## src/common/comparator_group_pkg.sv

```systemverilog
// Constants shared by the comparator group control logic.
// Assumes an 8-bit register port and a 100 MHz system clock.
package comparator_group_pkg;

  // Register offsets
  localparam logic [7:0] GROUP_CONTROL_REG_OFS  = 8'hDA;
  localparam logic [7:0] SAMPLING_ROUTE_REG_OFS = 8'hDB;
  localparam logic [7:0] AUX_CONTROL_REG_OFS    = 8'hDC;
  localparam logic [7:0] SAMPLE_ON_DELAY_OFS    = 8'hDD;
  localparam logic [7:0] SAMPLE_OFF_LEAD_OFS    = 8'hDE;
  localparam logic [7:0] RESULT_STATUS_OFS      = 8'hDF;

  // Field positions
  localparam int MODE_LSB    = 5;
  localparam int PICK_LSB    = 3;
  localparam int SAMPLE_SEL_LSB = 0;
  localparam int ROUTE_LSB   = 2;
  localparam int AUX_EN_BIT  = 0;
  localparam int SWITCH_BIT  = 1;
  localparam int AUX_OUT_BIT = 7;

  // Reset values
  localparam logic [7:0] GROUP_CONTROL_RST  = 8'h00;
  localparam logic [7:0] SAMPLING_ROUTE_RST = 8'h00;
  localparam logic [7:0] AUX_CONTROL_RST    = 8'h00;
  localparam logic [7:0] ON_DELAY_RST       = 8'h00;
  localparam logic [7:0] OFF_LEAD_RST       = 8'h00;

  // Input filter length in clock cycles
  localparam int FILT_CYCLES = 4;

  typedef enum logic [1:0] {
    MODE_EXT_NEUTRAL = 2'b00,
    MODE_RES_NEUTRAL = 2'b01,
    MODE_DIFF_HALL   = 2'b10,
    MODE_TWO_COMP    = 2'b11
  } group_mode_t;

  typedef enum logic [1:0] {
    SAM_OFF  = 2'b00,
    SAM_HIGH = 2'b01,
    SAM_LOW  = 2'b10,
    SAM_RSVD = 2'b11
  } sampling_select_t;

  typedef enum logic [2:0] {
    ROUTE_NONE = 3'b000,
    ROUTE_A    = 3'b001,
    ROUTE_B    = 3'b010,
    ROUTE_C    = 3'b011,
    ROUTE_FUNC = 3'b100
  } route_t;

endpackage : comparator_group_pkg

```

## src/rtl/comparator_group_sampling_ctrl.sv

```systemverilog
// Digital control of the three-comparator group, sampling window and routing.
// Assumes raw comparator levels and PWM arrive asynchronously on pins.
//
// What this block does
// - Mode 00: three comparators, shared external negative pin, three results.
// - Three-comparator modes: pick 00 all, 01 first, 10 second, 11 third.
// - Mode 01: all negatives tied to internal resistor neutral point.
// - Mode 01: switch bit 1 gives second and third comparators alternate pins.
// - Mode 10: three differential comparators with own negative and positive pins.
// - Mode 11: only first two comparators run, sharing one negative pin.
// - Two-comparator mode: pick 00 both, 01 first, 10 second.
// - Results pass filtering then sampling before reaching the capture timer.
// - Window opens only after the on-delay from the relevant PWM edge.
// - Window closes on-delay minus off-lead after the PWM falling edge.
// - Low-level sampling uses the same timing on the PWM off interval.
// - Sampling select 00 disables windowing; results pass straight through.
// - Route select drives one comparator to test pin or selects functional route.
// - Aux comparator runs only while enabled; its output is readable.
// - Comparator pick sits at bits 4:3 of group control, with mode field.
`timescale 1ns/1ps
`default_nettype none
module comparator_group_sampling_ctrl
  import comparator_group_pkg::*;
#(
  parameter int CNT_W = 9
) (
  // Clock and reset
  input  wire logic       clk,
  input  wire logic       nrst,
  // Register port
  input  wire logic [7:0] reg_addr,
  input  wire logic [7:0] reg_wdata,
  input  wire logic       reg_wr,
  input  wire logic       reg_rd,
  output logic      [7:0] reg_rdata,
  // Analog comparator raw outputs
  input  wire logic [2:0] comp_raw,
  input  wire logic       aux_raw,
  // PWM reference
  input  wire logic       pwm_in,
  // Analog topology controls
  output logic      [2:0] comp_enable,
  output logic            neg_shared_ext,
  output logic            neg_resistor,
  output logic            neg_diff,
  output logic            pos_alt_b,
  output logic            pos_alt_c,
  output logic            aux_comparator_enable,
  // Results to capture timer
  output logic      [2:0] timer_result,
  // Route pins
  output logic            test_pin,
  output logic            func_pin
);

  ////////////////////////////////////////////////////////////////////////
  // Registers

  logic [7:0] group_ctl_q;
  logic [7:0] route_ctl_q;
  logic [7:0] aux_ctl_q;
  logic [7:0] on_delay_q;
  logic [7:0] off_lead_q;

  group_mode_t      mode;
  sampling_select_t sample_sel;
  route_t           route;
  logic [1:0]       pick;

  assign pick   = group_ctl_q[PICK_LSB +: 2];
  assign mode   = group_mode_t'(group_ctl_q[MODE_LSB +: 2]);
  assign sample_sel = sampling_select_t'(route_ctl_q[SAMPLE_SEL_LSB +: 2]);
  assign route  = route_t'(route_ctl_q[ROUTE_LSB +: 3]);

  always_ff @(posedge clk or negedge nrst) begin
    if (!nrst) begin
      group_ctl_q <= GROUP_CONTROL_RST;
      route_ctl_q <= SAMPLING_ROUTE_RST;
      aux_ctl_q   <= AUX_CONTROL_RST;
      on_delay_q  <= ON_DELAY_RST;
      off_lead_q  <= OFF_LEAD_RST;
    end else if (reg_wr) begin
      case (reg_addr)
        GROUP_CONTROL_REG_OFS:  group_ctl_q <= reg_wdata & 8'h78;
        SAMPLING_ROUTE_REG_OFS: route_ctl_q <= reg_wdata & 8'h1F;
        AUX_CONTROL_REG_OFS:    aux_ctl_q   <= reg_wdata & 8'h03;
        SAMPLE_ON_DELAY_OFS:    on_delay_q  <= reg_wdata;
        SAMPLE_OFF_LEAD_OFS:    off_lead_q  <= reg_wdata;
        default: ;
      endcase
    end
  end

  ////////////////////////////////////////////////////////////////////////
  // Input synchronisation and filtering

  logic [3:0] filt;
  logic       pwm_s;

  sync_filter #(
    .WIDTH  (4),
    .STABLE (FILT_CYCLES)
  ) u_comp_filt (
    .clk  (clk),
    .nrst (nrst),
    .din  ({aux_raw, comp_raw}),
    .dout (filt)
  );

  // PWM is only synchronised, a filter would skew window timing
  sync_filter #(
    .WIDTH  (1),
    .STABLE (1)
  ) u_pwm_sync (
    .clk  (clk),
    .nrst (nrst),
    .din  (pwm_in),
    .dout (pwm_s)
  );

  ////////////////////////////////////////////////////////////////////////
  // Topology decode

  function automatic logic [2:0] pick_decode(input group_mode_t m,
                                             input logic [1:0] p);
    logic [2:0] en;
    en = 3'b000;
    if (m == MODE_TWO_COMP) begin
      case (p)
        2'b00:   en = 3'b011;
        2'b01:   en = 3'b001;
        2'b10:   en = 3'b010;
        default: en = 3'b000;
      endcase
    end else begin
      case (p)
        2'b00:   en = 3'b111;
        2'b01:   en = 3'b001;
        2'b10:   en = 3'b010;
        default: en = 3'b100;
      endcase
    end
    return en;
  endfunction : pick_decode

  logic [2:0] en_d;
  assign en_d = pick_decode(mode, pick);

  always_ff @(posedge clk or negedge nrst) begin
    if (!nrst) begin
      comp_enable    <= 3'h0;
      neg_shared_ext <= 1'b0;
      neg_resistor   <= 1'b0;
      neg_diff       <= 1'b0;
      pos_alt_b      <= 1'b0;
      pos_alt_c      <= 1'b0;
    end else begin
      comp_enable    <= en_d;
      neg_shared_ext <= (mode == MODE_EXT_NEUTRAL) || (mode == MODE_TWO_COMP);
      neg_resistor   <= (mode == MODE_RES_NEUTRAL);
      neg_diff       <= (mode == MODE_DIFF_HALL);
      pos_alt_b      <= ((mode == MODE_RES_NEUTRAL) && aux_ctl_q[SWITCH_BIT])
                        || (mode == MODE_TWO_COMP);
      pos_alt_c      <= (mode == MODE_RES_NEUTRAL) && aux_ctl_q[SWITCH_BIT];
    end
  end

  ////////////////////////////////////////////////////////////////////////
  // Sampling window timing

  logic             pwm_d1_q;
  logic [CNT_W-1:0] cnt_q;
  logic             window_q;
  logic             edge_seen;
  logic             in_phase;
  logic [CNT_W-1:0] on_cnt;
  logic [CNT_W-1:0] close_cnt;
  logic             window_d;

  assign edge_seen = pwm_s ^ pwm_d1_q;
  assign on_cnt    = CNT_W'(on_delay_q);
  // Off-lead beyond on-delay closes right at the edge
  assign close_cnt = (off_lead_q >= on_delay_q) ? '0 :
                     CNT_W'(on_delay_q - off_lead_q);
  assign in_phase  = (sample_sel == SAM_LOW) ? ~pwm_s : pwm_s;

  always_ff @(posedge clk or negedge nrst) begin
    if (!nrst) begin
      pwm_d1_q <= 1'b0;
      cnt_q    <= '0;
    end else begin
      pwm_d1_q <= pwm_s;
      if (edge_seen) begin
        cnt_q <= '0;
      end else if (cnt_q != {CNT_W{1'b1}}) begin
        cnt_q <= cnt_q + 1'b1;
      end
    end
  end

  always_comb begin
    window_d = 1'b0;
    if (edge_seen) begin
      window_d = in_phase ? (on_cnt == '0) : (window_q && (close_cnt != '0));
    end else if (in_phase) begin
      window_d = ({1'b0, cnt_q} + 1'b1) >= {1'b0, on_cnt};
    end else begin
      window_d = window_q && (({1'b0, cnt_q} + 1'b1) < {1'b0, close_cnt});
    end
  end

  always_ff @(posedge clk or negedge nrst) begin
    if (!nrst) begin
      window_q <= 1'b0;
    end else begin
      window_q <= window_d;
    end
  end

  ////////////////////////////////////////////////////////////////////////
  // Sampling stage

  logic [2:0] gated;
  assign gated = filt[2:0] & comp_enable;

  always_ff @(posedge clk or negedge nrst) begin
    if (!nrst) begin
      timer_result <= 3'h0;
    end else if (sample_sel == SAM_OFF) begin
      timer_result <= gated;
    end else begin
      timer_result <= window_q ? gated : timer_result;
    end
  end

  ////////////////////////////////////////////////////////////////////////
  // Output routing and aux comparator

  always_ff @(posedge clk or negedge nrst) begin
    if (!nrst) begin
      test_pin <= 1'b0;
      func_pin <= 1'b0;
    end else begin
      case (route)
        ROUTE_A: test_pin <= gated[0];
        ROUTE_B: test_pin <= gated[1];
        ROUTE_C: test_pin <= gated[2];
        default: test_pin <= 1'b0;
      endcase
      func_pin <= (route == ROUTE_FUNC) ? timer_result[0] : 1'b0;
    end
  end

  logic aux_level_q;

  always_ff @(posedge clk or negedge nrst) begin
    if (!nrst) begin
      aux_comparator_enable <= 1'b0;
      aux_level_q           <= 1'b0;
    end else begin
      aux_comparator_enable <= aux_ctl_q[AUX_EN_BIT];
      aux_level_q           <= aux_ctl_q[AUX_EN_BIT] & filt[3];
    end
  end

  ////////////////////////////////////////////////////////////////////////
  // Read port

  always_ff @(posedge clk or negedge nrst) begin
    if (!nrst) begin
      reg_rdata <= 8'h00;
    end else if (reg_rd) begin
      case (reg_addr)
        GROUP_CONTROL_REG_OFS:  reg_rdata <= group_ctl_q;
        SAMPLING_ROUTE_REG_OFS: reg_rdata <= route_ctl_q;
        AUX_CONTROL_REG_OFS:    reg_rdata <= {aux_level_q, aux_ctl_q[6:0]};
        SAMPLE_ON_DELAY_OFS:    reg_rdata <= on_delay_q;
        SAMPLE_OFF_LEAD_OFS:    reg_rdata <= off_lead_q;
        RESULT_STATUS_OFS:      reg_rdata <= {4'h0, window_q, timer_result};
        default:                reg_rdata <= 8'h00;
      endcase
    end else begin
      reg_rdata <= 8'h00;
    end
  end

endmodule : comparator_group_sampling_ctrl
`default_nettype wire

```

## src/rtl/sync_filter.sv

```systemverilog
// Two-flop synchroniser followed by a stability filter.
// Assumes asynchronous inputs; output changes only after STABLE equal samples.
`timescale 1ns/1ps
`default_nettype none
module sync_filter #(
  parameter int WIDTH  = 1,
  parameter int STABLE = 4
) (
  // Clock and reset
  input  wire logic             clk,
  input  wire logic             nrst,
  // Data
  input  wire logic [WIDTH-1:0] din,
  output logic      [WIDTH-1:0] dout
);

  localparam int CW = $clog2(STABLE + 1);
  localparam logic [CW-1:0] CMAX = CW'(STABLE - 1);

  logic [WIDTH-1:0] meta_q;
  logic [WIDTH-1:0] sync_q;

  always_ff @(posedge clk or negedge nrst) begin
    if (!nrst) begin
      meta_q <= '0;
      sync_q <= '0;
    end else begin
      meta_q <= din;
      sync_q <= meta_q;
    end
  end

  genvar g;
  generate
    for (g = 0; g < WIDTH; g++) begin : g_bit
      logic [CW-1:0] cnt_q;
      logic          out_q;
      always_ff @(posedge clk or negedge nrst) begin
        if (!nrst) begin
          cnt_q <= '0;
          out_q <= 1'b0;
        end else if (sync_q[g] == out_q) begin
          cnt_q <= '0;
        end else if (cnt_q >= CMAX) begin
          cnt_q <= '0;
          out_q <= sync_q[g];
        end else begin
          cnt_q <= cnt_q + 1'b1;
        end
      end
      assign dout[g] = out_q;
    end
  endgenerate

endmodule : sync_filter
`default_nettype wire

```

## config.mk

```make
export PLATFORM = sky130hd
export DESIGN_NAME = comparator_group_sampling_ctrl
export DESIGN_NICKNAME = d
export VERILOG_FILES = /design/src/common/comparator_group_pkg.sv /design/src/rtl/comparator_group_sampling_ctrl.sv /design/src/rtl/sync_filter.sv
export SDC_FILE = /design/constraint.sdc
export NUM_CORES = 1
export LEC_CHECK = 0
export BUFFER_PORTS_ARGS = -buffer_cell sky130_fd_sc_hd__buf_4
export CAP_MARGIN = 20
export CORE_MARGIN = 2
export CORE_UTILIZATION = 50
export DETAILED_ROUTE_END_ITERATION = 10
export PLACE_DENSITY = 0.69
export SLEW_MARGIN = 30
export SYNTH_ARGS = -nofsm -noshare
export SYNTH_HDL_FRONTEND = slang
export SYNTH_SLANG_ARGS = --single-unit
```

## constraint.sdc

```tcl
create_clock -name clk -period 3.75 [get_ports clk]
set_clock_uncertainty 0.15 [all_clocks]
set_input_delay 0.1875 -clock clk [delete_from_list [all_inputs] [get_ports clk]]
set_output_delay 0.1875 -clock clk [all_outputs]
set_load 0.005 [all_outputs]
```

==> metrics.md <==
| Metric | Value |
|---|---|
| Synth area leaders | dfrtp_1, ha_1, mux2_2 |
| Pre-antenna DRT Iters | 4 |
| Num rows | 34 |
| DRC | 0 |
| Tot Pwr | 2.47 mW |
| Critical Path End Type | register |
| Commonest cells in the netlist | dfrtp_1, ha_1, nor2_1 |
| Post-synth net total | 488 |
| Fraction of registers with async set/reset | 100% |
| PortBufs | 46 |
| Routed len/inst | 16.1 um |
| Final ANT Viol Nets | 0 |
| Initial DRC Count | 178 |
| Delay of the slowest critical-path stage | 0.39 ns |
| Req. time, crit path | 3.88 ns |
| Num CTS Buffers | 9 |
| Clock Latency Late Sink | 0.37 ns |
| Largest family of logic cells by synthesized area | simple AND/OR/NAND/NOR gates |
| Maximum clock insertion buffer count | 2 |
| Clock sink total | 88 |
| First-pass GRT wire length | 15.9 mm |
| Die height | 99.4 um |
| Die area | 9890 um2 |
| Tot GR Track Use | 20.5% |
| Most common cell in the netlist | dfrtp_1 |
| Post-synthesis simple-gate area fraction | 14.2% |
| Placed cell areas | 5030 um2 |
| Ratio of cells with drive above 1 in the final layout | 21.5% |
| Yosys reg bits | 88 |
| H-Tree Depth | 3 |
| Synth Area in XOR/XNOR | 4.04% |
| Hold endpoint | reg_rdata[7]$_DFF_PN0_ |
| # nets final | 555 |
| Placed Cells | 571 |
| Post-synthesis mux area share | 6.87% |
| Peak VDD IR | 0.234 mV |
| Ports | 47 |
| Hold Vio Cnt, Final | 0 |
| PwrDens | 457 nW/um2 |
| Worst-path clk slew | 0.10 ns |
| WL final | 9.66 mm |
| Worst setup SP type | register |
| Outcome | finished clean |
| Synth Instances | 421 |
| Root Driver | clkbuf_8 |
| Post-CTS setup buffer count | 0 |
| FF-to-FF Start | on_delay_q[0]$_DFFE_PN0P_ |
| Setup slack, reg-to-reg | 0.22 ns |
| Fmax | 283 MHz |
| Arrival time at the worst endpoint | 3.66 ns |
| Synth unique cells | 55 |
| Syn_area_per_cell | 10.8 um2 |
| CTS tree | yes |
| Post-CTS Resized | 0 |
| Crit-path slowest cell | dfrtp_1 |
| Mapped cell area | 4550 um2 |
| Finish-stage setup viols | 0 |
| Worst path most repeated cell | ha_1 |
| Seq/Total Area, Yosys | 48.4% |
| Hold Crit Class | in -> reg |
| Largest net degree at the start of global routing | 64 |
| Top-area cell type share of the netlist area | 48.4% |
| Worst-path fanout max | 4 |
| Starting Density | 52.0% |
| Antenna Cells | 0 |
| Die X-Extent | 99.4 um |
| Setup TNS | 0 ns |
| Synth warn | 0 |
| Final Cycle Share | 94.1% |
| Design area | 5410 um2 |
| Maximum Capacitance Violations | 0 |
| Hold path depth | 4 |
| Placer Congestion | 0.935 |
| Area leader, netlist | dfrtp_1 |
| Worst slew pin tran | 0.808 ns |
| Hold Startpoint | reg_addr[1] |
| Synthesis-to-finish area growth | 18.7% |
| Top FF cell, synth | dfrtp_1 |
| Vias in the first global route | 3281 |
| Synth Area in Compound Gates | 11.9% |
| Non-Filler Instances | 601 |
| P_leak | 2.63 nW |
| Via density | 5.58 |
| Post-synth EDFFs | 0 |
| GRT overflow | 0 |
| Initial antenna violation count | 0 |
| Slew HR | 46.2% |
| Unrepaired setup endpoints after global routing | no |
| Reg2reg path depth | 16 |
| Final Max Tran Viols | 0 |
| Core region area | 8760 um2 |
| DP HPWL | 7.29 mm |
| Min Tclk post-route | 3.53 ns |
| Critical Path, Cell by Cell | inv_1, ha_1, fa_1, nand2b_1, a21oi_1, o21a_1, nor2_1, xnor2_1, or2_2, ha_1, and3_1, o2111ai_1, o21ba_2, a211oi_1, o22ai_1, a41oi_1 |
| CTS Hold Bufs | 14 |
| Synth Area in Adders | 11.7% |
| Reg-to-reg endpoint | window_q$_DFF_PN0_ |
| Vias | 3351 |
| Crit Path Class | reg -> reg |
==> layout by cell type (no fill, tap or decap), drive strengths merged, types with 2 or more instances in the layout <==
cell         instances
a211oi               6
dlygate4sd3         14
mux2i                2
nand2b               4
and2                 3
o21ai               18
clkbuf               9
xor2                11
nor2                38
and3                10
o2111ai              3
nor3                 5
a21oi               21
bufinv               2
or3                  3
nand2               33
and4                 2
mux2                26
inv                 32
a21o                 5
dfrtp               88
buf                 48
ha                  41
o21bai               2
a22oi               10
nand3               11
a222oi               3
a31oi                3
nor2b                3
nor4                 4
xnor2               10
or2                  4
==> report_power, final <==
| part | total (mW) | switching (mW) | internal (mW) |
|---|---|---|---|
| sequential | 1.18 | 0.112 | 1.07 |
| clock | 0.772 | 0.382 | 0.390 |
| combinational | 0.518 | 0.265 | 0.253 |
| total | 2.47 | 0.759 | 1.71 |
==> metrics by stage <==
stage | hold slack (ns) | worst slack, ns | utilization, %
6_report | 0.115 | 0.220 | 61.7
5_1_grt | 0.133 | 0.0102 | 61.7
3_3_place_gp | 0.147 | 0.334 | 57.3
4_1_cts | 0.114 | 0.241 | 61.7
3_5_place_dp | 0.148 | 0.252 | 57.4
2_1_floorplan | -0.258 | 0.498 | -
==> cell families (layout without fill, tap and decap cells) <==
kind of cell    count (synthesis)  count (layout)
simple gates                  127             127
flops                          88              88
compound gates                 80              80
fa+ha+maj                      42              42
buf+inv                        35             107
mux                            28              28
xor+xnor                       21              21
==> layout make-up <==
type / instances / area [um2]
fillers: 738 / 3360
multi-input cells: 298 / 2220
flip-flops and latches: 88 / 2200
repair buffers: 62 / 500
well taps: 108 / 135
clock buffers: 9 / 124
clock inverters: 7 / 113
inverters: 29 / 109
==> how the worst max path moves through the flow <==
| stage | startpoint | end | slack [ns] | cells past startpoint |
|---|---|---|---|---|
| 5_1_grt | on_delay_q[0]$_DFFE_PN0P_ | window_q$_DFF_PN0_ | 0.01 | 16 |
| 3_5_place_dp | on_delay_q[0]$_DFFE_PN0P_ | window_q$_DFF_PN0_ | 0.25 | 16 |
| 6_report | on_delay_q[0]$_DFFE_PN0P_ | window_q$_DFF_PN0_ | 0.22 | 16 |
| 2_1_floorplan | on_delay_q[0]$_DFFE_PN0P_ | window_q$_DFF_PN0_ | 0.50 | 16 |
| 4_1_cts | on_delay_q[0]$_DFFE_PN0P_ | window_q$_DFF_PN0_ | 0.24 | 16 |
| 3_3_place_gp | on_delay_q[0]$_DFFE_PN0P_ | window_q$_DFF_PN0_ | 0.33 | 16 |
==> registers in the layout (all words and copies together), names as in the netlist, 5 cells and up <==
register                 cells
cnt_q                        9
off_lead_q                   8
on_delay_q                   8
reg_rdata                    8
route_ctl_q                  5
u_comp_filt.g_bit.cnt_q     12
==> layer usage <==
metal | global-route usage (%) | vias up | part of all wire, %
met4 | 6.95 | 0 | 1.9
met3 | 2.67 | 16 | 3.3
li1 | - | 1634 | -
met2 | 33.9 | 78 | 48
met1 | 28.2 | 1623 | 47
met5 | 0 | - | 0
==> critical path: cells and delay by family (launching register included) <==
| kind | cells | cell delay [ns] |
|---|---|---|
| buffers and inverters | 1 | 0.07 |
| DFF | 1 | 0.39 |
| and+or+nand+nor | 4 | 0.69 |
| adders and majority gates | 3 | 0.91 |
| xor gates and xnor gates | 1 | 0.14 |
| AOI/OAI and AO/OA | 7 | 1.09 |
Note: power is estimated with default switching activity, not from simulation.
